===== src/logic/iosc_pkg.sv =====
// Functional notes
// - fast source 8 MHz, postscaled 31 kHz-4 MHz
// - fast source on for 125 kHz-8 MHz selections
// - slow RC runs when selected or features on
// - frequency select picks direct, slow, or postscaled
// - clock-out mode: Fosc/4 out, input pin is GPIO
// - dual-I/O mode frees both oscillator pins
// - trim glides to new frequency within 1 ms
// - trim never touches slow RC source
// - enabled PLL multiplies internal clock by four
// - PLL permitted only for internal modes 1001/1000
// - PLL works only at select 111 or 110
// - unavailable PLL enable forced zero, writes ignored
// - tuning bit 7 picks divided-fast or slow RC
// - tuning bit 6 enables the PLL
// - five-bit signed trim, 0 centre, 01111 max
// - select encoding 111..000, reset value 100
package iosc_pkg;
  // register byte offsets
  localparam logic [7:0] OFF_TUNING = 8'h00;
  localparam logic [7:0] OFF_CONTROL = 8'h04;
  localparam logic [7:0] OFF_FEATURES = 8'h08;
  localparam logic [7:0] OFF_STATUS = 8'h0C;
  // tuning register fields
  localparam int TUNE_LF_SRC_BIT = 7;
  localparam int TUNE_PLL_EN_BIT = 6;
  localparam int TUNE_TRIM_MSB = 4;
  // control register field
  localparam int CTL_FSEL_LSB = 4;
  localparam logic [7:0] TUNING_RESET = 8'h00;
  localparam logic [2:0] FSEL_RESET = 3'h4;
  localparam logic [3:0] FEATURES_RESET = 4'h0;
  // frequency select codes
  localparam logic [2:0] FSEL_8M = 3'h7;
  localparam logic [2:0] FSEL_4M = 3'h6;
  localparam logic [2:0] FSEL_31K = 3'h0;
  // oscillator configuration codes
  localparam logic [3:0] CFG_INT_CLKOUT = 4'h9;
  localparam logic [3:0] CFG_INT_DUAL_IO = 4'h8;
  localparam logic [2:0] PLL_MULT = 3'h4;
  // timing
  localparam longint MCLK_KHZ = 25000;
  localparam longint FAST_KHZ = 8000;
  localparam longint GLIDE_TIME_US = 1000;
  localparam longint TRIM_SPAN = 31;
  localparam int NCO_W = 24;
  localparam logic [NCO_W-1:0] NCO_BASE = NCO_W'((FAST_KHZ << NCO_W) / MCLK_KHZ);
  localparam logic [NCO_W-1:0] NCO_STEP = NCO_W'(NCO_BASE >> 6);
  localparam longint GLIDE_CYC_RAW = (MCLK_KHZ * GLIDE_TIME_US) / (1000 * TRIM_SPAN);
  localparam logic [9:0] GLIDE_CYC = 10'((GLIDE_CYC_RAW < 1) ? 1 : GLIDE_CYC_RAW);

  typedef enum logic [0:0] {GL_IDLE = 1'b0, GL_STEP = 1'b1} iosc_glide_t;

  // ones mark divider bits that must all be set for an output tick
  function automatic logic [7:0] iosc_div_mask(input logic [2:0] sel);
    logic [7:0] m;
    m = 8'h00;
    case (sel)
      3'h7: m = 8'h00;
      3'h6: m = 8'h01;
      3'h5: m = 8'h03;
      3'h4: m = 8'h07;
      3'h3: m = 8'h0F;
      3'h2: m = 8'h1F;
      3'h1: m = 8'h3F;
      default: m = 8'hFF;
    endcase
    return m;
  endfunction
endpackage


===== src/logic/iosc_clk_if.sv =====
`timescale 1ns/1ps
interface iosc_clk_if;
  logic fast_en;
  logic fast_tick;
  logic slow_en;
  logic slow_tick;
  logic [2:0] freq_sel;
  logic lf_src_sel;
  logic signed [4:0] trim_target;
  logic signed [4:0] trim_now;
  logic int_tick;
  modport nco (input fast_en, input trim_target, output fast_tick, output trim_now);
  modport div (input fast_tick, input slow_tick, input slow_en, input freq_sel,
               input lf_src_sel, output int_tick);
  modport top (output fast_en, output slow_en, output slow_tick, output freq_sel,
               output lf_src_sel, output trim_target, input fast_tick, input trim_now,
               input int_tick);
endinterface


===== src/logic/iosc_nco.sv =====
`timescale 1ns/1ps
module iosc_nco (
  input wire logic mclk,
  input wire logic rst,
  iosc_clk_if.nco ci
);
  localparam int NCO_W_L = iosc_pkg::NCO_W;
  logic [NCO_W_L-1:0] acc_q;
  logic signed [4:0] trim_q;
  logic [9:0] glide_cnt_q;
  iosc_pkg::iosc_glide_t state_q;
  logic [NCO_W_L:0] sum;
  logic [NCO_W_L-1:0] inc;

  // frequency moves one trim step per interval, no done flag is raised
  always_ff @(posedge mclk) begin
    if (rst) begin
      state_q <= iosc_pkg::GL_IDLE;
      trim_q <= 5'sh00;
      glide_cnt_q <= 10'h000;
    end else begin
      case (state_q)
        iosc_pkg::GL_IDLE: begin
          glide_cnt_q <= 10'h000;
          if (trim_q != ci.trim_target) state_q <= iosc_pkg::GL_STEP;
        end
        iosc_pkg::GL_STEP: begin
          if (glide_cnt_q == iosc_pkg::GLIDE_CYC - 10'h001) begin
            glide_cnt_q <= 10'h000;
            if (trim_q < ci.trim_target) trim_q <= trim_q + 5'sh01;
            else if (trim_q > ci.trim_target) trim_q <= trim_q - 5'sh01;
            else state_q <= iosc_pkg::GL_IDLE;
          end else begin
            glide_cnt_q <= glide_cnt_q + 10'h001;
          end
        end
        default: state_q <= iosc_pkg::GL_IDLE;
      endcase
    end
  end

  // signed trim scales the phase step around the calibrated centre
  assign inc = NCO_W_L'(iosc_pkg::NCO_BASE + NCO_W_L'($signed({{19{trim_q[4]}}, trim_q})
               * $signed({1'b0, iosc_pkg::NCO_STEP})));
  assign sum = {1'b0, acc_q} + {1'b0, inc};

  // carry out of the accumulator is one fast-source cycle
  always_ff @(posedge mclk) begin
    if (rst || !ci.fast_en) begin
      acc_q <= '0;
      ci.fast_tick <= 1'b0;
    end else begin
      acc_q <= sum[NCO_W_L-1:0];
      ci.fast_tick <= sum[NCO_W_L];
    end
  end

  assign ci.trim_now = trim_q;
endmodule


===== src/logic/iosc_postscaler.sv =====
`timescale 1ns/1ps
module iosc_postscaler (
  input wire logic mclk,
  input wire logic rst,
  iosc_clk_if.div ci
);
  logic [7:0] div_q;
  logic [7:0] mask;

  // free-running divider; lower taps give the faster postscaled rates
  always_ff @(posedge mclk) begin
    if (rst) div_q <= 8'h00;
    else if (ci.fast_tick) div_q <= div_q + 8'h01;
  end

  assign mask = iosc_pkg::iosc_div_mask(ci.freq_sel);

  // lowest setting uses /256 or the slow RC per the source bit
  always_ff @(posedge mclk) begin
    if (rst) begin
      ci.int_tick <= 1'b0;
    end else if (ci.freq_sel == iosc_pkg::FSEL_31K && !ci.lf_src_sel) begin
      ci.int_tick <= ci.slow_tick & ci.slow_en;
    end else begin
      ci.int_tick <= ci.fast_tick && ((div_q & mask) == mask);
    end
  end
endmodule


===== src/logic/iosc_top.sv =====
// Register access over APB and the register offsets were left to the implementer.
`timescale 1ns/1ps
module iosc_top (
  input wire logic mclk,
  input wire logic rst,
  // apb slave
  input wire logic psel,
  input wire logic penable,
  input wire logic pwrite,
  input wire logic [7:0] paddr,
  input wire logic [31:0] pwdata,
  output logic [31:0] prdata,
  output logic pready,
  output logic pslverr,
  // configuration and slow oscillator pins
  input wire logic [3:0] cfg_osc_mode,
  input wire logic slow_rc_clk,
  // oscillator pins
  input wire logic osc_input_pin_i,
  output logic osc_input_pin_o,
  output logic osc_input_pin_oe,
  input wire logic osc_output_pin_i,
  output logic osc_output_pin_o,
  output logic osc_output_pin_oe,
  // port a side
  input wire logic port_a_bit6_out,
  input wire logic port_a_bit6_dir_out,
  output logic port_a_bit6_in,
  input wire logic port_a_bit7_out,
  input wire logic port_a_bit7_dir_out,
  output logic port_a_bit7_in,
  // clock results
  output logic fast_src_en,
  output logic slow_src_en,
  output logic int_clk_tick,
  output logic pll_active,
  output logic [2:0] dev_clk_mult
);
  iosc_clk_if ci ();

  logic [7:0] tuning_q;
  logic [2:0] fsel_q;
  logic [3:0] features_q;
  logic [3:0] cfg_meta_q;
  logic [3:0] cfg_q;
  logic slow_meta_q;
  logic slow_sync_q;
  logic slow_prev_q;
  logic [1:0] pin6_meta_q;
  logic [1:0] pin6_sync_q;
  logic fosc_cnt_q;
  logic fosc_q;
  logic [31:0] rdata_d;
  logic addr_ok;
  logic wr_en;
  logic pll_mode_ok;
  logic pll_freq_ok;
  logic fast_need;
  logic slow_need;
  logic int_mode;

  // pins and straps come from outside mclk, so two flops each
  always_ff @(posedge mclk) begin
    if (rst) begin
      cfg_meta_q <= 4'h0;
      cfg_q <= 4'h0;
      slow_meta_q <= 1'b0;
      slow_sync_q <= 1'b0;
      slow_prev_q <= 1'b0;
      pin6_meta_q <= 2'h0;
      pin6_sync_q <= 2'h0;
    end else begin
      cfg_meta_q <= cfg_osc_mode;
      cfg_q <= cfg_meta_q;
      slow_meta_q <= slow_rc_clk;
      slow_sync_q <= slow_meta_q;
      slow_prev_q <= slow_sync_q;
      pin6_meta_q <= {osc_input_pin_i, osc_output_pin_i};
      pin6_sync_q <= pin6_meta_q;
    end
  end

  // apb decode; every access completes in its first access cycle
  assign addr_ok = (paddr == iosc_pkg::OFF_TUNING) || (paddr == iosc_pkg::OFF_CONTROL)
                 || (paddr == iosc_pkg::OFF_FEATURES) || (paddr == iosc_pkg::OFF_STATUS);
  assign pready = psel & penable;
  assign pslverr = psel & penable & ~addr_ok;
  assign wr_en = psel & penable & pwrite & addr_ok;

  // pll permission from configuration and selected frequency
  assign pll_mode_ok = (cfg_q == iosc_pkg::CFG_INT_CLKOUT)
                     || (cfg_q == iosc_pkg::CFG_INT_DUAL_IO);
  assign pll_freq_ok = (fsel_q == iosc_pkg::FSEL_8M)
                     || (fsel_q == iosc_pkg::FSEL_4M);
  assign int_mode = pll_mode_ok;

  // tuning register; bit 5 is not stored and reads zero
  always_ff @(posedge mclk) begin
    if (rst) begin
      tuning_q <= iosc_pkg::TUNING_RESET;
    end else begin
      if (wr_en && paddr == iosc_pkg::OFF_TUNING) begin
        tuning_q[iosc_pkg::TUNE_LF_SRC_BIT] <= pwdata[iosc_pkg::TUNE_LF_SRC_BIT];
        tuning_q[iosc_pkg::TUNE_PLL_EN_BIT] <= pwdata[iosc_pkg::TUNE_PLL_EN_BIT]
                                               & pll_mode_ok;
        tuning_q[iosc_pkg::TUNE_TRIM_MSB:0] <= pwdata[iosc_pkg::TUNE_TRIM_MSB:0];
      end else if (!pll_mode_ok) begin
        tuning_q[iosc_pkg::TUNE_PLL_EN_BIT] <= 1'b0;
      end
      tuning_q[5] <= 1'b0;
    end
  end

  // frequency select, defaults to the 1 MHz setting
  always_ff @(posedge mclk) begin
    if (rst) fsel_q <= iosc_pkg::FSEL_RESET;
    else if (wr_en && paddr == iosc_pkg::OFF_CONTROL)
      fsel_q <= pwdata[iosc_pkg::CTL_FSEL_LSB +: 3];
  end

  // power-up timer, fail-safe monitor, watchdog and two-speed enables
  always_ff @(posedge mclk) begin
    if (rst) features_q <= iosc_pkg::FEATURES_RESET;
    else if (wr_en && paddr == iosc_pkg::OFF_FEATURES) features_q <= pwdata[3:0];
  end

  // read data is captured in the setup cycle so prdata is a flop
  always_comb begin
    rdata_d = 32'h0000_0000;
    case (paddr)
      iosc_pkg::OFF_TUNING: rdata_d = {24'h00_0000, tuning_q};
      iosc_pkg::OFF_CONTROL: rdata_d = {25'h000_0000, fsel_q, 4'h0};
      iosc_pkg::OFF_FEATURES: rdata_d = {28'h000_0000, features_q};
      iosc_pkg::OFF_STATUS: rdata_d = {19'h0_0000, ci.trim_now, 3'h0,
                                       pll_active, slow_src_en, fast_src_en, 2'h0};
      default: rdata_d = 32'h0000_0000;
    endcase
  end

  always_ff @(posedge mclk) begin
    if (rst) prdata <= 32'h0000_0000;
    else if (psel && !penable) prdata <= rdata_d;
  end

  // source enables; divided-fast 31 kHz still needs the fast source
  assign fast_need = (fsel_q != iosc_pkg::FSEL_31K)
                   || tuning_q[iosc_pkg::TUNE_LF_SRC_BIT];
  assign slow_need = ((fsel_q == iosc_pkg::FSEL_31K) && !tuning_q[iosc_pkg::TUNE_LF_SRC_BIT])
                   || (features_q != 4'h0);

  always_ff @(posedge mclk) begin
    if (rst) begin
      fast_src_en <= 1'b0;
      slow_src_en <= 1'b0;
      pll_active <= 1'b0;
      dev_clk_mult <= 3'h1;
    end else begin
      fast_src_en <= fast_need;
      slow_src_en <= slow_need;
      pll_active <= tuning_q[iosc_pkg::TUNE_PLL_EN_BIT] & pll_mode_ok & pll_freq_ok;
      dev_clk_mult <= (tuning_q[iosc_pkg::TUNE_PLL_EN_BIT] & pll_mode_ok & pll_freq_ok)
                      ? iosc_pkg::PLL_MULT : 3'h1;
    end
  end

  // wiring toward the two clock submodules
  assign ci.fast_en = fast_src_en;
  assign ci.slow_en = slow_src_en;
  assign ci.slow_tick = slow_sync_q & ~slow_prev_q;
  assign ci.freq_sel = fsel_q;
  assign ci.lf_src_sel = tuning_q[iosc_pkg::TUNE_LF_SRC_BIT];
  assign ci.trim_target = $signed(tuning_q[iosc_pkg::TUNE_TRIM_MSB:0]);

  iosc_nco u_nco (
    .mclk(mclk),
    .rst(rst),
    .ci(ci)
  );

  iosc_postscaler u_post (
    .mclk(mclk),
    .rst(rst),
    .ci(ci)
  );

  assign int_clk_tick = ci.int_tick;

  // quarter-rate output: one toggle per two base ticks, or per tick under
  // the pll; the pll case is only an approximation at this sample rate
  always_ff @(posedge mclk) begin
    if (rst) begin
      fosc_cnt_q <= 1'b0;
      fosc_q <= 1'b0;
    end else if (ci.int_tick) begin
      fosc_cnt_q <= ~fosc_cnt_q;
      if (fosc_cnt_q || pll_active) fosc_q <= ~fosc_q;
    end
  end

  // pin routing, internal modes only: clock-out mode drives the output pin, port a owns the rest
  always_comb begin
    osc_input_pin_o = 1'b0;
    osc_input_pin_oe = 1'b0;
    osc_output_pin_o = 1'b0;
    osc_output_pin_oe = 1'b0;
    port_a_bit7_in = 1'b0;
    port_a_bit6_in = 1'b0;
    if (int_mode) begin
      osc_input_pin_o = port_a_bit7_out;
      osc_input_pin_oe = port_a_bit7_dir_out;
      port_a_bit7_in = pin6_sync_q[1];
      if (cfg_q == iosc_pkg::CFG_INT_DUAL_IO) begin
        osc_output_pin_o = port_a_bit6_out;
        osc_output_pin_oe = port_a_bit6_dir_out;
        port_a_bit6_in = pin6_sync_q[0];
      end else begin
        osc_output_pin_o = fosc_q;
        osc_output_pin_oe = 1'b1;
      end
    end
  end
endmodule

===== config.mk =====
export PLATFORM = sky130hd
export DESIGN_NAME = iosc_top
export DESIGN_NICKNAME = d
export VERILOG_FILES = /design/src/logic/iosc_pkg.sv /design/src/logic/iosc_clk_if.sv /design/src/logic/iosc_nco.sv /design/src/logic/iosc_postscaler.sv /design/src/logic/iosc_top.sv
export SDC_FILE = /design/constraint.sdc
export NUM_CORES = 1
export LEC_CHECK = 0
export BUFFER_PORTS_ARGS = -buffer_cell sky130_fd_sc_hd__buf_2
export CAP_MARGIN = 25
export CORE_MARGIN = 2
export CORE_UTILIZATION = 45
export CTS_BUF_LIST = sky130_fd_sc_hd__clkbuf_16
export DETAILED_ROUTE_END_ITERATION = 7
export GPL_TIMING_DRIVEN = 0
export HOLD_SLACK_MARGIN = 0.06
export PLACE_DENSITY = 0.76
export SLEW_MARGIN = 30
export SYNTH_ARGS = -nofsm -noshare
export SYNTH_HDL_FRONTEND = slang
export SYNTH_SLANG_ARGS = --single-unit
export TNS_END_PERCENT = 50

===== constraint.sdc =====
create_clock -name mclk -period 6.51 [get_ports mclk]
set_input_delay 0.3255 -clock mclk [delete_from_list [all_inputs] [get_ports mclk]]
set_output_delay 0.3255 -clock mclk [all_outputs]
set_load 0.01 [all_outputs]

# [Word-level counts from Yosys, hierarchy flattened]
# Cells that the tools add are included.
[word_totals] regBits=120 latch_bits=0 ram_bits=0 mem_bits_ro=0 input_bits=56 output_inout_bits=47 elab_cells=115 mem_count=0
[classes] add_sub_neg=6 n_mul=1 div=0 n_lt_le_gt_ge=2 eq_ne=16 n_shift=0 mux=24 n_bitwise=15 reduce_logical=25
[op_table] operator="$pmux W8 S7" n=1
[op_table] operator="$pmux W13 S4" n=1
[op_table] operator="$add A24 B24 Y25" n=1
[op_table] operator="$add A23 B24 Y24 const A" n=1
[op_table] operator="$mul A5 B17 Y22 const B" n=1
[op_table] operator="$pmux W10 S2" n=1
[op_table] operator="$eq A8 B4 Y1 const B" n=2
[op_table] operator="$mux W1" n=16
[op_table] operator="$eq A3 B3 Y1 const B" n=4
[op_table] operator="$add A10 B1 Y10 const B" n=1
[op_table] operator="$eq A10 B10 Y1 const B" n=1
[op_table] operator="$mux W10" n=1
[op_table] operator="$mux W5" n=2
[op_table] operator="$and A1 B1 Y1" n=9
[op_table] operator="$logic_or A1 B1 Y1" n=9
[op_table] operator="$add A8 B1 Y8 const B" n=1
[op_table] operator="$and A8 B8 Y8" n=1
[op_table] operator="$eq A4 B4 Y1 const B" n=2
[op_table] operator="$eq A8 B3 Y1 const B" n=1
[op_table] operator="$eq A8 B8 Y1" n=1
[op_table] operator="$logic_not A8 Y1" n=1
[op_table] operator="$eq A3 B2 Y1 const B" n=2
[op_table] operator="$logic_and A1 B1 Y1" n=6
[op_table] operator="$add A5 B2 Y5 const B" n=1
[op_table] operator="16 further kinds" n=22

# [Depth between registers and ports, before layout]
# Gate-level depths: netlist (run 1).
[depth] word_depth=7 mapped_depth=27 ltp_nobuf=27

# [Hierarchy]
# A second synthesis (run 1) with hierarchy kept.
[hier_totals] cells_unflattened=828 area_unflattened_um2=7091.8
[modules_own_cells] mod="iosc_nco" instances=1 cells_each=560 area_per_inst_um2=4630.7 seq_area_each_um2=820.8
[modules_own_cells] mod="iosc_top" instances=1 cells_each=214 area_per_inst_um2=2003.2 seq_area_each_um2=960.9
[modules_own_cells] mod="iosc_postscaler" instances=1 cells_each=54 area_per_inst_um2=457.9 seq_area_each_um2=180.2

# [Worst setup path after synthesis (run 1)]
# Ideal clock, no wire load.
[synth_path] path_type="register to register" start="register u_nco.trim_q[2], in the netlist u_nco.ci.trim_now[2]" end="register u_nco.acc_q[22]" setup_time_ps=72 arrival_time_ps=5688 slack_ps=750 path_stages_with_launch=27 path_buffers=0 path_cell_list="dfxtp_1 inv_1 ha_1 ha_1 inv_1 fa_1 inv_1 ha_1 inv_1 fa_1 nor2b_1 o211ai_2 a221oi_2 nor3_4 o21ai_1 xor2_2 or3_4 xnor2_1 ha_1 nand3_1 nor3_1 inv_1 nor3_1 a211oi_1 o21a_1 o21ai_0 mux2i_1"
[synth_between] elab_chain_len=3
[synth_rtl] item="from (decl)" line="iosc_nco.sv:9" text="logic signed [4:0] trim_q;"
[synth_rtl] item="from (signal assigned)" line="iosc_nco.sv:30" text="if (trim_q < ci.trim_target) trim_q <= trim_q + 5'sh01;"
[synth_rtl] item="from (signal assigned)" line="iosc_nco.sv:31" text="else if (trim_q > ci.trim_target) trim_q <= trim_q - 5'sh01;"
[synth_rtl] item="$mul A5 B17 Y22" line="iosc_nco.sv:44" text="* $signed({1'b0, iosc_pkg::NCO_STEP})));"
[synth_rtl] item="$add A23 B24 Y24" line="iosc_nco.sv:43" text="assign inc = NCO_W_L'(iosc_pkg::NCO_BASE + NCO_W_L'($signed({{19{trim_q[4]}}, trim_q})"
[synth_rtl] item="$add A24 B24 Y25" line="iosc_nco.sv:45" text="assign sum = {1'b0, acc_q} + {1'b0, inc};"
[synth_rtl] item="to (signal assigned)" line="iosc_nco.sv:53" text="acc_q <= sum[NCO_W_L-1:0];"
[synth_rtl] item="to (decl)" line="iosc_nco.sv:8" text="logic [NCO_W_L-1:0] acc_q;"
# Every way passes these cells.
# A chain may end at the register's enable or synchronous reset.

# [Worst setup path after layout (run 1)]
# Same ends and word-level chain as after synthesis.

==> out/results.txt, run 1 <==
Top cell by count, worst path - inv_1
number of remaining DRC errors - 0
CP max FO - 11
Chip Width - 127 um
PD cells - 158 nW/um^2
hold wc startpoint - cfg_osc_mode[2]
first-pass GRT wire length - 24200 um
Seq/Total Area, Yosys - 0.287
Pwr Total - 1.23 mW
drt total wl - 14500 um
setup TNS - 0 ns
Synth top area share - 0.287
Post-synth EDFFs - 0
layout cells sized above 1 - 0.146
crit path time final - 6.01 ns
FMAX - 167 MHz
post-synthesis cell count - 796
CTS Buffer Depth - 2
Synth Warn # - 0
nets@finish - 1030
CP Capture Type - register
worst hold path type - in2reg
async set-or-reset flop fraction in the synthesized netlist - 0
Final Cycle Share - 0.923
Non-Filler Instances - 1077
cell taking the most area after synthesis - dfxtp_1
synthesized flop and latch total - 98
vias in the first global route - 5250
Reg2Reg Depth - 23
final hold slack - 0.181 ns
Rows - 45
max-cap viol count - 0
Compound-Gate Fraction of Synth Area - 0.151
largest family of logic cells by synthesized area - simple AND/OR/NAND/NOR gates
max_slew headroom - 0.556
remaining antenna violation count - 0
Worst path slowest cell - fa_1
mux contribution to synthesized area - 0.0338
Adder-Cell Fraction of Synth Area - 0.178
crit-path cells - inv_1 -> ha_1 -> fa_1 -> inv_1 -> fa_1 -> inv_1 -> ha_1 -> and3_1 -> a221oi_2 -> a31oi_1 -> xnor2_1 -> nand3b_4 -> or3_4 -> xnor2_1 -> ha_1 -> nand3_1 -> nor3_2 -> inv_1 -> nor3_1 -> a211oi_1 -> o21a_1 -> o21ai_0 -> mux2i_1
synthesized area per cell - 8.60 um^2
clk slew on worst S/H paths - 0.07 ns
reg2reg start - u_nco.ci.trim_now[2]
synth unique cells - 69
RSZ-0062 raised after global routing - no
skew final - 0.00877 ns
Final Hold Vio Count - 0
Worst-Skew Late Latency - 0.35 ns
# port buffers - 58
Num CTS Buffers - 9
worst ir drop on vdd - 161 uV
Hold Crit Endpoint - cfg_meta_q[2]
iteration count of the initial detailed-routing pass - 5
Data required, critical path - 6.79 ns
Post-Synthesis Cell Area - 6840 um^2
Root Buffer - clkbuf_16
post-DR wirelength/cell - 13.5 um
worst path bufs/invs - 4
DR vias/cell - 5.24
Placed Cells - 1061
count leader, synth - dfxtp_1
# setup viols final - 0
nature of the critical path startpoint - register
Worst Hold Depth - 2
Area Growth Syn to Fin - 13.8%
routed vias - 5640
drt initial violations - 307
ys flop type - dfxtp_1
Worst-Margin Slew - 0.663 ns
total leakage power - 3.68 nW
n_diodes - 0
# clock sinks - 98
initial antenna violation count - 0
XOR/XNOR Fraction of Synth Area - 0.0777
GRT Total Usage - 0.182
max incr delay on CP - 0.53 ns
delay-heaviest family, CP - adder cells
run status - complete, no violations
HPWL after DPL - 11100 um
H-tree levels - 3
io pins - 103
CTS tree - built
Core ar. - 15000 um^2
Reg2Reg Capture Point - u_nco.acc_q[22]
chip height - 127 um
post-CTS setup buffer count - 0
R2R Setup Slk - 0.50 ns
gr ovfl total - 0
largest cells by area after synthesis - dfxtp_1 29%, ha_1 14%, nor2_1 5.0%
most instantiated cells after synthesis - 98 x dfxtp_1, 91 x nor2_1, 78 x ha_1
Initial Util - 0.455
Max Transition Viols Final - 0
Crit path arrival time - 6.29 ns
post-synthesis simple-gate area fraction - 0.208
Final Wtd Congestion - 0.839
die area - 16200 um^2
critical path class - reg2reg
largest net degree at the start of global routing - 19
## registers in the layout (all words and copies together) (netlist names), 4 cells and up
signal	cells
cfg_meta_q	4
prdata	13
u_nco.ci.trim_now	5
u_nco.acc_q	24
tuning_q	7
u_post.div_q	8
features_q	4
cfg_q	4
u_nco.glide_cnt_q	10
## cell families (layout without fill, tap and decap cells)
kind of cell / after synthesis / count (layout)
multiplexers: 23 / 23
flip-flops: 98 / 98
other: 1 / 20
XOR/XNOR: 59 / 59
AO/OA/AOI/OAI: 151 / 151
AND/OR/NAND/NOR: 280 / 280
adder cells (fa/ha/maj): 90 / 90
buffers and inverters: 94 / 168
## power breakdown
part	internal, mW	total [mW]	switching [mW]
registers	0.610	0.615	0.00483
clock network	0.266	0.519	0.253
logic	0.0443	0.0997	0.0554
## layout make-up
type                       count  area, um^2
multi-input combinational    623        4570
clock buffer                   9         225
clock inverter                 7        62.6
fill                        1391        7240
inverter                      56         210
sequential                    98        1970
timing repair buffer          58         290
tap                          188         235
buffer                        38         229
## worst max path at each step
stage                                 end            startpoint  slack, ns  cells after the start
final                     u_nco.acc_q[22]  u_nco.ci.trim_now[2]       0.50                     23
after global placement    u_nco.acc_q[22]  u_nco.ci.trim_now[2]       0.07                     26
after global routing      u_nco.acc_q[21]  u_nco.ci.trim_now[2]       0.05                     27
after detailed placement  u_nco.acc_q[22]  u_nco.ci.trim_now[2]      0.006                     26
after floorplan           u_nco.acc_q[22]  u_nco.ci.trim_now[2]       0.75                     26
after CTS                 u_nco.acc_q[23]  u_nco.ci.trim_now[3]       0.15                     26
## metrics by stage
stage | cell area [um^2] | setup slack [ns] | utilization
2_1_floorplan | 6920 | 0.750 | -
3_3_place_gp | 7440 | 0.0657 | 0.495
3_5_place_dp | 7440 | 0.00596 | 0.495
4_1_cts | 7730 | 0.147 | 0.514
5_1_grt | 7790 | 0.0466 | 0.518
6_report | 7790 | 0.504 | 0.518
## layout by cell type, fill, tap and decap left out, types with 14 or more instances in the layout
cell	instances
nor2b_1	25
inv_1	56
xor2_1	27
o21ai_0	27
dfxtp_1	96
clkbuf_1	14
ha_1	78
nand2_1	47
nand3_1	19
nor2_1	90
xnor2_1	28
nor3_1	21
buf_2	58
a21oi_1	40
conb_1	20
mux2i_1	22
buf_4	21
## metal layers
layer / share of wire / track usage / up-vias
met5: 0 / 0 / -
met4: 0.021 / 0.0646 / 0
met3: 0.030 / 0.0335 / 22
met2: 0.47 / 0.303 / 93
met1: 0.48 / 0.237 / 2615
li1: - / - / 2910
## timing repair
action	4_1_cts	5_1_grt
gates resized for setup	1	14
hold buffers	0	0
setup endpoints to repair	2	6
pin swaps	0	0
hold endpoints to repair	0	0
(Power assumes the default switching activity.)
==> inputs of run 2 (changes only) <==
--- a/config.mk
+++ b/config.mk
@@ -7,13 +7,15 @@
 export LEC_CHECK = 0
 export BUFFER_PORTS_ARGS = -buffer_cell sky130_fd_sc_hd__buf_2
 export CAP_MARGIN = 25
+export CELL_PAD_IN_SITES_DETAIL_PLACEMENT = 1
+export CELL_PAD_IN_SITES_GLOBAL_PLACEMENT = 1
 export CORE_MARGIN = 2
-export CORE_UTILIZATION = 45
+export CORE_UTILIZATION = 44
 export CTS_BUF_LIST = sky130_fd_sc_hd__clkbuf_16
 export DETAILED_ROUTE_END_ITERATION = 7
 export GPL_TIMING_DRIVEN = 0
 export HOLD_SLACK_MARGIN = 0.06
-export PLACE_DENSITY = 0.76
+export PLACE_DENSITY = 0.93
 export SLEW_MARGIN = 30
 export SYNTH_ARGS = -nofsm -noshare
 export SYNTH_HDL_FRONTEND = slang
==> constraint.sdc (replaced) <==
create_clock -name mclk -period 5.6 [get_ports mclk]
set_input_delay 0.28 -clock mclk [delete_from_list [all_inputs] [get_ports mclk]]
set_output_delay 0.28 -clock mclk [all_outputs]
set_load 0.01 [all_outputs]
==> out/results.txt, run 2 (synthesized netlist as in run 1, its figures left out) <==
Top cell by count, worst path - ha_1
# port buffers - 58 (unchanged)
Design Area, Final - 8590 um^2 (+10%)
clk slew on worst S/H paths - 0.08 ns (about the same)
RSZ-0062 raised after global routing - yes
chip height - 129 um (+1.1%)
number of flip-flops in the largest register - 24 (unchanged)
DR vias/cell - 6.51 (+24%)
Initial Util - 0.450 (-0.00506)
Top reg by flops - u_nco.acc_q
max_slew headroom - 0.443 (-0.113)
largest net degree at the start of global routing - 20 (+1)
vias in the first global route - 7263 (+38%)
Chip Width - 129 um (+1.1%)
crit-path cells - buf_4 -> ha_2 -> ha_1 -> ha_1 -> ha_1 -> a21o_1 -> a21oi_4 -> a221oi_4 -> buf_4 -> buf_4 -> o2111ai_1 -> nand3_1 -> a21oi_1 -> nand2b_1 -> mux2i_1 -> xnor2_1 -> ha_1 -> and3_1 -> nand2_1 -> a21oi_1 -> o21a_1 -> nor3_1
post-DR wirelength/cell - 27.5 um (+100%)
worst ir drop on vdd - 234 uV (+45%)
CTS tree - built
clock network power share - 0.447 (+0.026)
fillers - 1777 (+28%)
H-tree levels - 3 (unchanged)
layout cells sized above 1 - 0.258 (+0.112)
delay-heaviest family, CP - compound AO/OA/AOI/OAI gates
HPWL after DPL - 14300 um (+28%)
Worst-Skew Late Latency - 0.38 ns (+0.03 ns)
Switching Fraction - 0.283 (+0.0288)
Max Transition Viols Final - 0 (unchanged)
CP Capture Type - register
Logic pwr share - 0.099 (+0.018)
Worst-Margin Slew - 0.831 ns (+0.168 ns)
Rows - 45 (unchanged)
drt initial violations - 733 (+140%)
final setup margin - -0.511 ns (-1.02 ns)
Pint - 1.13 mW (+23%)
skew final - 0.0127 ns (+0.00388 ns)
Net Sw Power - 0.446 mW (+42%)
nets@finish - 1074 (+4.3%)
gr ovfl total - 0 (unchanged)
multi-input logic area - 4990 um^2 (+9.1%)
die area - 16600 um^2 (+2.2%)
Crit path arrival time - 6.35 ns (+0.06 ns)
setup TNS - -2.26 ns (-2.26 ns)
Regs by FF count - u_nco.acc_q (24), prdata (13), u_nco.glide_cnt_q (10)
number of remaining DRC errors - 0 (unchanged)
most common cell after layout, fill and taps aside - dfxtp_1
CP max FO - 6 (-5)
total leakage power - 3.93 nW (+6.8%)
worst path bufs/invs - 3 (-1)
Final Hold Vio Count - 0 (unchanged)
critical path class - reg2reg
Worst path slowest cell - mux2i_1
Final Cycle Share - 1.09 (+0.169)
# setup viols final - 9 (+9)
max incr delay on CP - 0.42 ns (-0.11 ns)
Data required, critical path - 5.83 ns (-0.96 ns)
worst hold path type - in2reg
n_diodes - 0 (unchanged)
routed vias - 7303 (+29%)
Reg2Reg Depth - 22 (-4.3%)
remaining antenna violation count - 0 (unchanged)
Crit. path cell count - 22 (-4.3%)
Root Buffer - clkbuf_16
max-cap viol count - 0 (unchanged)
Area Growth Syn to Fin - 25.5%
# clock sinks - 98 (unchanged)
run status - complete, but fails checks
placed cell areas - 7450 um^2 (about the same)
GRT Total Usage - 0.315 (+0.132)
Final Wtd Congestion - 0.818 (-2.6%)
first-pass GRT wire length - 40200 um (+66%)
most frequent cells in the layout - 93 x dfxtp_1, 88 x nor2_1, 66 x ha_1
PD cells - 184 nW/um^2 (+16%)
Core ar. - 15200 um^2 (+1.1%)
FMAX - 164 MHz (-1.7%)
nature of the critical path startpoint - register
io pins - 103 (unchanged)
Num CTS Buffers - 9 (unchanged)
iteration count of the initial detailed-routing pass - 6 (+1)
crit path time final - 6.11 ns (+0.105 ns)
Worst Hold Depth - 2 (unchanged)
failing checks - setup timing
sequential cell area - 1980 um^2 (+0.70%)
CTS Buffer Depth - 2 (unchanged)
initial antenna violation count - 0 (unchanged)
Seq pwr share - 0.454 (-0.045)
final hold slack - 0.130 ns (-0.0503 ns)
drt total wl - 30800 um (+110%)
-- run 2: cell count changes in the layout (fill, tap and decap cells not counted), sizes merged --
cell,previous run,this run
buf,82,126
clkinv,3,2
inv,59,60
bufinv,0,1
clkinvlp,1,0
-- run 2: worst paths after layout --
check	slack [ns]	from	to
hold / removal	0.13	pwdata[6]	ci.freq_sel[2]
setup / recovery	-0.51	u_nco.ci.trim_now[3]	u_nco.acc_q[23]
hold reg to reg	0.46	pin6_meta_q[1]	pin6_sync_q[1]
setup reg to reg	-0.51	u_nco.ci.trim_now[3]	u_nco.acc_q[23]
-- run 2: repair_timing --
item / 4_1_cts / 5_1_grt
resized for setup: 63 / 46
hold buffers: 0 / 0
setup endpoints to repair: 9 / 8
setup buffers: 26 / 18
pin swaps: 30 / 29
-- run 2: layer usage --
metal / track usage / wire, um
met1: 0.358 / 11200
met2: 0.547 / 14600
met3: 0.0599 / 2400
met4: 0.189 / 2610
met5: 0 / 0
-- run 2: layout make-up --
cell class,instances,share of cell area
buffer,38,0.0267
sequential,98,0.231
tap,188,0.0274
multi-input combinational,623,0.581
clock inverter,7,0.0111
clock buffer,9,0.0262
inverter,56,0.0245
timing repair buffer,102,0.0731
-- run 2: power by group through the flow --
stage / sequential [mW] / clock [mW] / combinational [mW]
floorplan: 0.730 / 0 / 0.0836
global placement: 0.732 / 0 / 0.113
detailed placement: 0.732 / 0 / 0.118
CTS: 0.714 / 0.689 / 0.127
global route: 0.717 / 0.728 / 0.165
finish: 0.716 / 0.704 / 0.157
-- run 2: stage by stage --
stage / cells / util / worst slack, ns / power, mW
after floorplan: 815 / - / 0.00513 / 0.814
after global placement: 1061 / 0.490 / -0.643 / 0.844
after detailed placement: 1061 / 0.490 / -0.750 / 0.850
after CTS: 1103 / 0.541 / 0.000563 / 1.53
after global routing: 1121 / 0.565 / -0.503 / 1.61
final: 1121 / 0.565 / -0.511 / 1.58
==> inputs of run 3 (changes only) <==
--- a/config.mk
+++ b/config.mk
@@ -10,12 +10,12 @@
 export CELL_PAD_IN_SITES_DETAIL_PLACEMENT = 1
 export CELL_PAD_IN_SITES_GLOBAL_PLACEMENT = 1
 export CORE_MARGIN = 2
-export CORE_UTILIZATION = 44
+export CORE_UTILIZATION = 45
 export CTS_BUF_LIST = sky130_fd_sc_hd__clkbuf_16
 export DETAILED_ROUTE_END_ITERATION = 7
 export GPL_TIMING_DRIVEN = 0
 export HOLD_SLACK_MARGIN = 0.06
-export PLACE_DENSITY = 0.93
+export PLACE_DENSITY = 0.94
 export SLEW_MARGIN = 30
 export SYNTH_ARGS = -nofsm -noshare
 export SYNTH_HDL_FRONTEND = slang
==> constraint.sdc (replaced) <==
create_clock -name mclk -period 7.81 [get_ports mclk]
set_input_delay 0.3905 -clock mclk [delete_from_list [all_inputs] [get_ports mclk]]
set_output_delay 0.3905 -clock mclk [all_outputs]
set_load 0.01 [all_outputs]
==> out/results.txt, run 3 (synthesized netlist as in run 1, its figures left out) <==
HPWL after DPL - 14400 um (+0.65%)
sequential cell area - 1960 um^2 (-0.95%)
Top reg by flops - u_nco.acc_q
nets@finish - 1030 (-4.1%)
chip height - 127 um (-1.1%)
Data required, critical path - 8.11 ns (+2.28 ns)
worst ir drop on vdd - 94.5 uV (-60%)
max-cap viol count - 0 (unchanged)
Final Wtd Congestion - 0.798 (-2.4%)
Rows - 45 (unchanged)
Max Transition Viols Final - 0 (unchanged)
Pwr Total - 1.04 mW (-34%)
total leakage power - 3.65 nW (-7.1%)
remaining antenna violation count - 0 (unchanged)
CP Capture Type - register
CTS Buffer Depth - 2 (unchanged)
PD cells - 134 nW/um^2 (-27%)
DR vias/cell - 5.67 (-13%)
FMAX - 147 MHz (-10%)
Worst path slowest cell - dfxtp_1
Regs by FF count - u_nco.acc_q (24), prdata (13), u_nco.glide_cnt_q (10)
skew final - 0.00835 ns (-0.00430 ns)
Final Cycle Share - 0.874 (-0.218)
clk slew on worst S/H paths - 0.07 ns (about the same)
Core ar. - 15000 um^2 (-1.1%)
CP max FO - 11 (+5)
# clock sinks - 98 (unchanged)
drt initial violations - 331 (-55%)
setup TNS - 0 ns (+2.26 ns)
Initial Util - 0.455 (+0.00506)
cts repair resizes - 0 (-100%)
number of flip-flops in the largest register - 24 (unchanged)
Chip Width - 127 um (-1.1%)
fillers - 1814 (+2.1%)
nature of the critical path startpoint - register
most frequent cells in the layout - 98 x dfxtp_1, 91 x nor2_1, 78 x ha_1
first-pass GRT wire length - 32100 um (-20%)
gr ovfl total - 0 (unchanged)
multi-input logic area - 4510 um^2 (-9.5%)
Root Buffer - clkbuf_16
max_slew headroom - 0.494 (+0.0513)
# port buffers - 58 (unchanged)
largest net degree at the start of global routing - 18 (-10%)
Crit path arrival time - 7.12 ns (+0.77 ns)
post-CTS setup buffer count - 0 (-100%)
initial antenna violation count - 1 (+1)
drt total wl - 19700 um (-36%)
final core occ - 0.514 (-0.0515)
die area - 16200 um^2 (-2.2%)
RSZ-0062 raised after global routing - no
worst hold path type - in2reg
Worst-Skew Late Latency - 0.36 ns (-0.02 ns)
Final Hold Vio Count - 0 (unchanged)
max incr delay on CP - 0.70 ns (+0.28 ns)
post-DR wirelength/cell - 18.3 um (-34%)
number of remaining DRC errors - 0 (unchanged)
vias in the first global route - 6445 (-11%)
critical path class - reg2reg
CTS tree - built
most common cell after layout, fill and taps aside - dfxtp_1
Num CTS Buffers - 9 (unchanged)
R2R Setup Slk - 0.99 ns (+1.50 ns)
Area Growth Syn to Fin - 12.8%
iteration count of the initial detailed-routing pass - 5 (-1)
run status - complete, no violations
Top cell by count, worst path - inv_1
Worst-Margin Slew - 0.758 ns (-0.0731 ns)
hold buffer count at cts - 0 (unchanged)
crit path time final - 6.82 ns (+0.712 ns)
io pins - 103 (unchanged)
H-tree levels - 3 (unchanged)
routed vias - 6114 (-16%)
# setup viols final - 0 (-9)
GRT Total Usage - 0.248 (-0.0662)
layout cells sized above 1 - 0.134 (-0.124)
==> run 3: worst max-delay path, delay by kind of cell (launching register included) <==
| kind | cells | cell delay (ns) |
|---|---|---|
| AOI/OAI and AO/OA | 6 | 1.42 |
| DFF | 1 | 0.70 |
| muxes | 1 | 0.21 |
| buffers and inverters | 5 | 0.48 |
| adders and majority gates | 6 | 2.14 |
| and+or+nand+nor | 6 | 1.47 |
| xor gates and xnor gates | 2 | 0.34 |
==> run 3: worst paths after layout <==
check	end	cells after the start	from
setup / recovery	u_nco.acc_q[22]	26	u_nco.ci.trim_now[2]
hold / removal	pin6_meta_q[1]	2	osc_input_pin_i
setup reg to reg	u_nco.acc_q[22]	26	u_nco.ci.trim_now[2]
hold reg to reg	pin6_sync_q[0]	1	pin6_meta_q[0]
==> run 3: power by group <==
group	total (mW)	switching (mW)	leakage (nW)	internal [mW]
Sequential	0.514	0.00485	0.796	0.509
Combinational	0.0877	0.0505	2.72	0.0371
Clock	0.435	0.217	0.135	0.219
Total	1.04	0.272	3.65	0.765
==> run 3: per-layer routing <==
layer / up-vias / wire length (um) / GRT usage
met5: - / 0 / 0
met4: 0 / 726 / 0.109
met3: 62 / 857 / 0.0549
met2: 163 / 10000 / 0.443
met1: 2987 / 8130 / 0.284
li1: 2902 / - / -
==> run 3: cell type report <==
type                            count  area share
Inverter                           56      0.0272
Tap cell                          188      0.0305
Antenna cell                        1    0.000324
Buffer                             38      0.0297
Multi-Input combinational cell    623       0.585
Timing Repair Buffer               58      0.0376
Clock buffer                        9      0.0292
Sequential cell                    98       0.254
Clock inverter                      7     0.00681
==> run 3: per-stage QoR <==
| step | cells | setup slack, ns | hold slack [ns] | instance area, um^2 |
|---|---|---|---|---|
| after CTS | 1077 | 0.990 | 0.233 | 7720 |
| after global routing | 1077 | 0.563 | 0.244 | 7720 |
| after floorplan | 815 | 2.05 | 0.413 | 6920 |
| after global placement | 1061 | 1.28 | 0.418 | 7440 |
| after detailed placement | 1061 | 1.06 | 0.427 | 7440 |
| final | 1078 | 0.987 | 0.239 | 7720 |
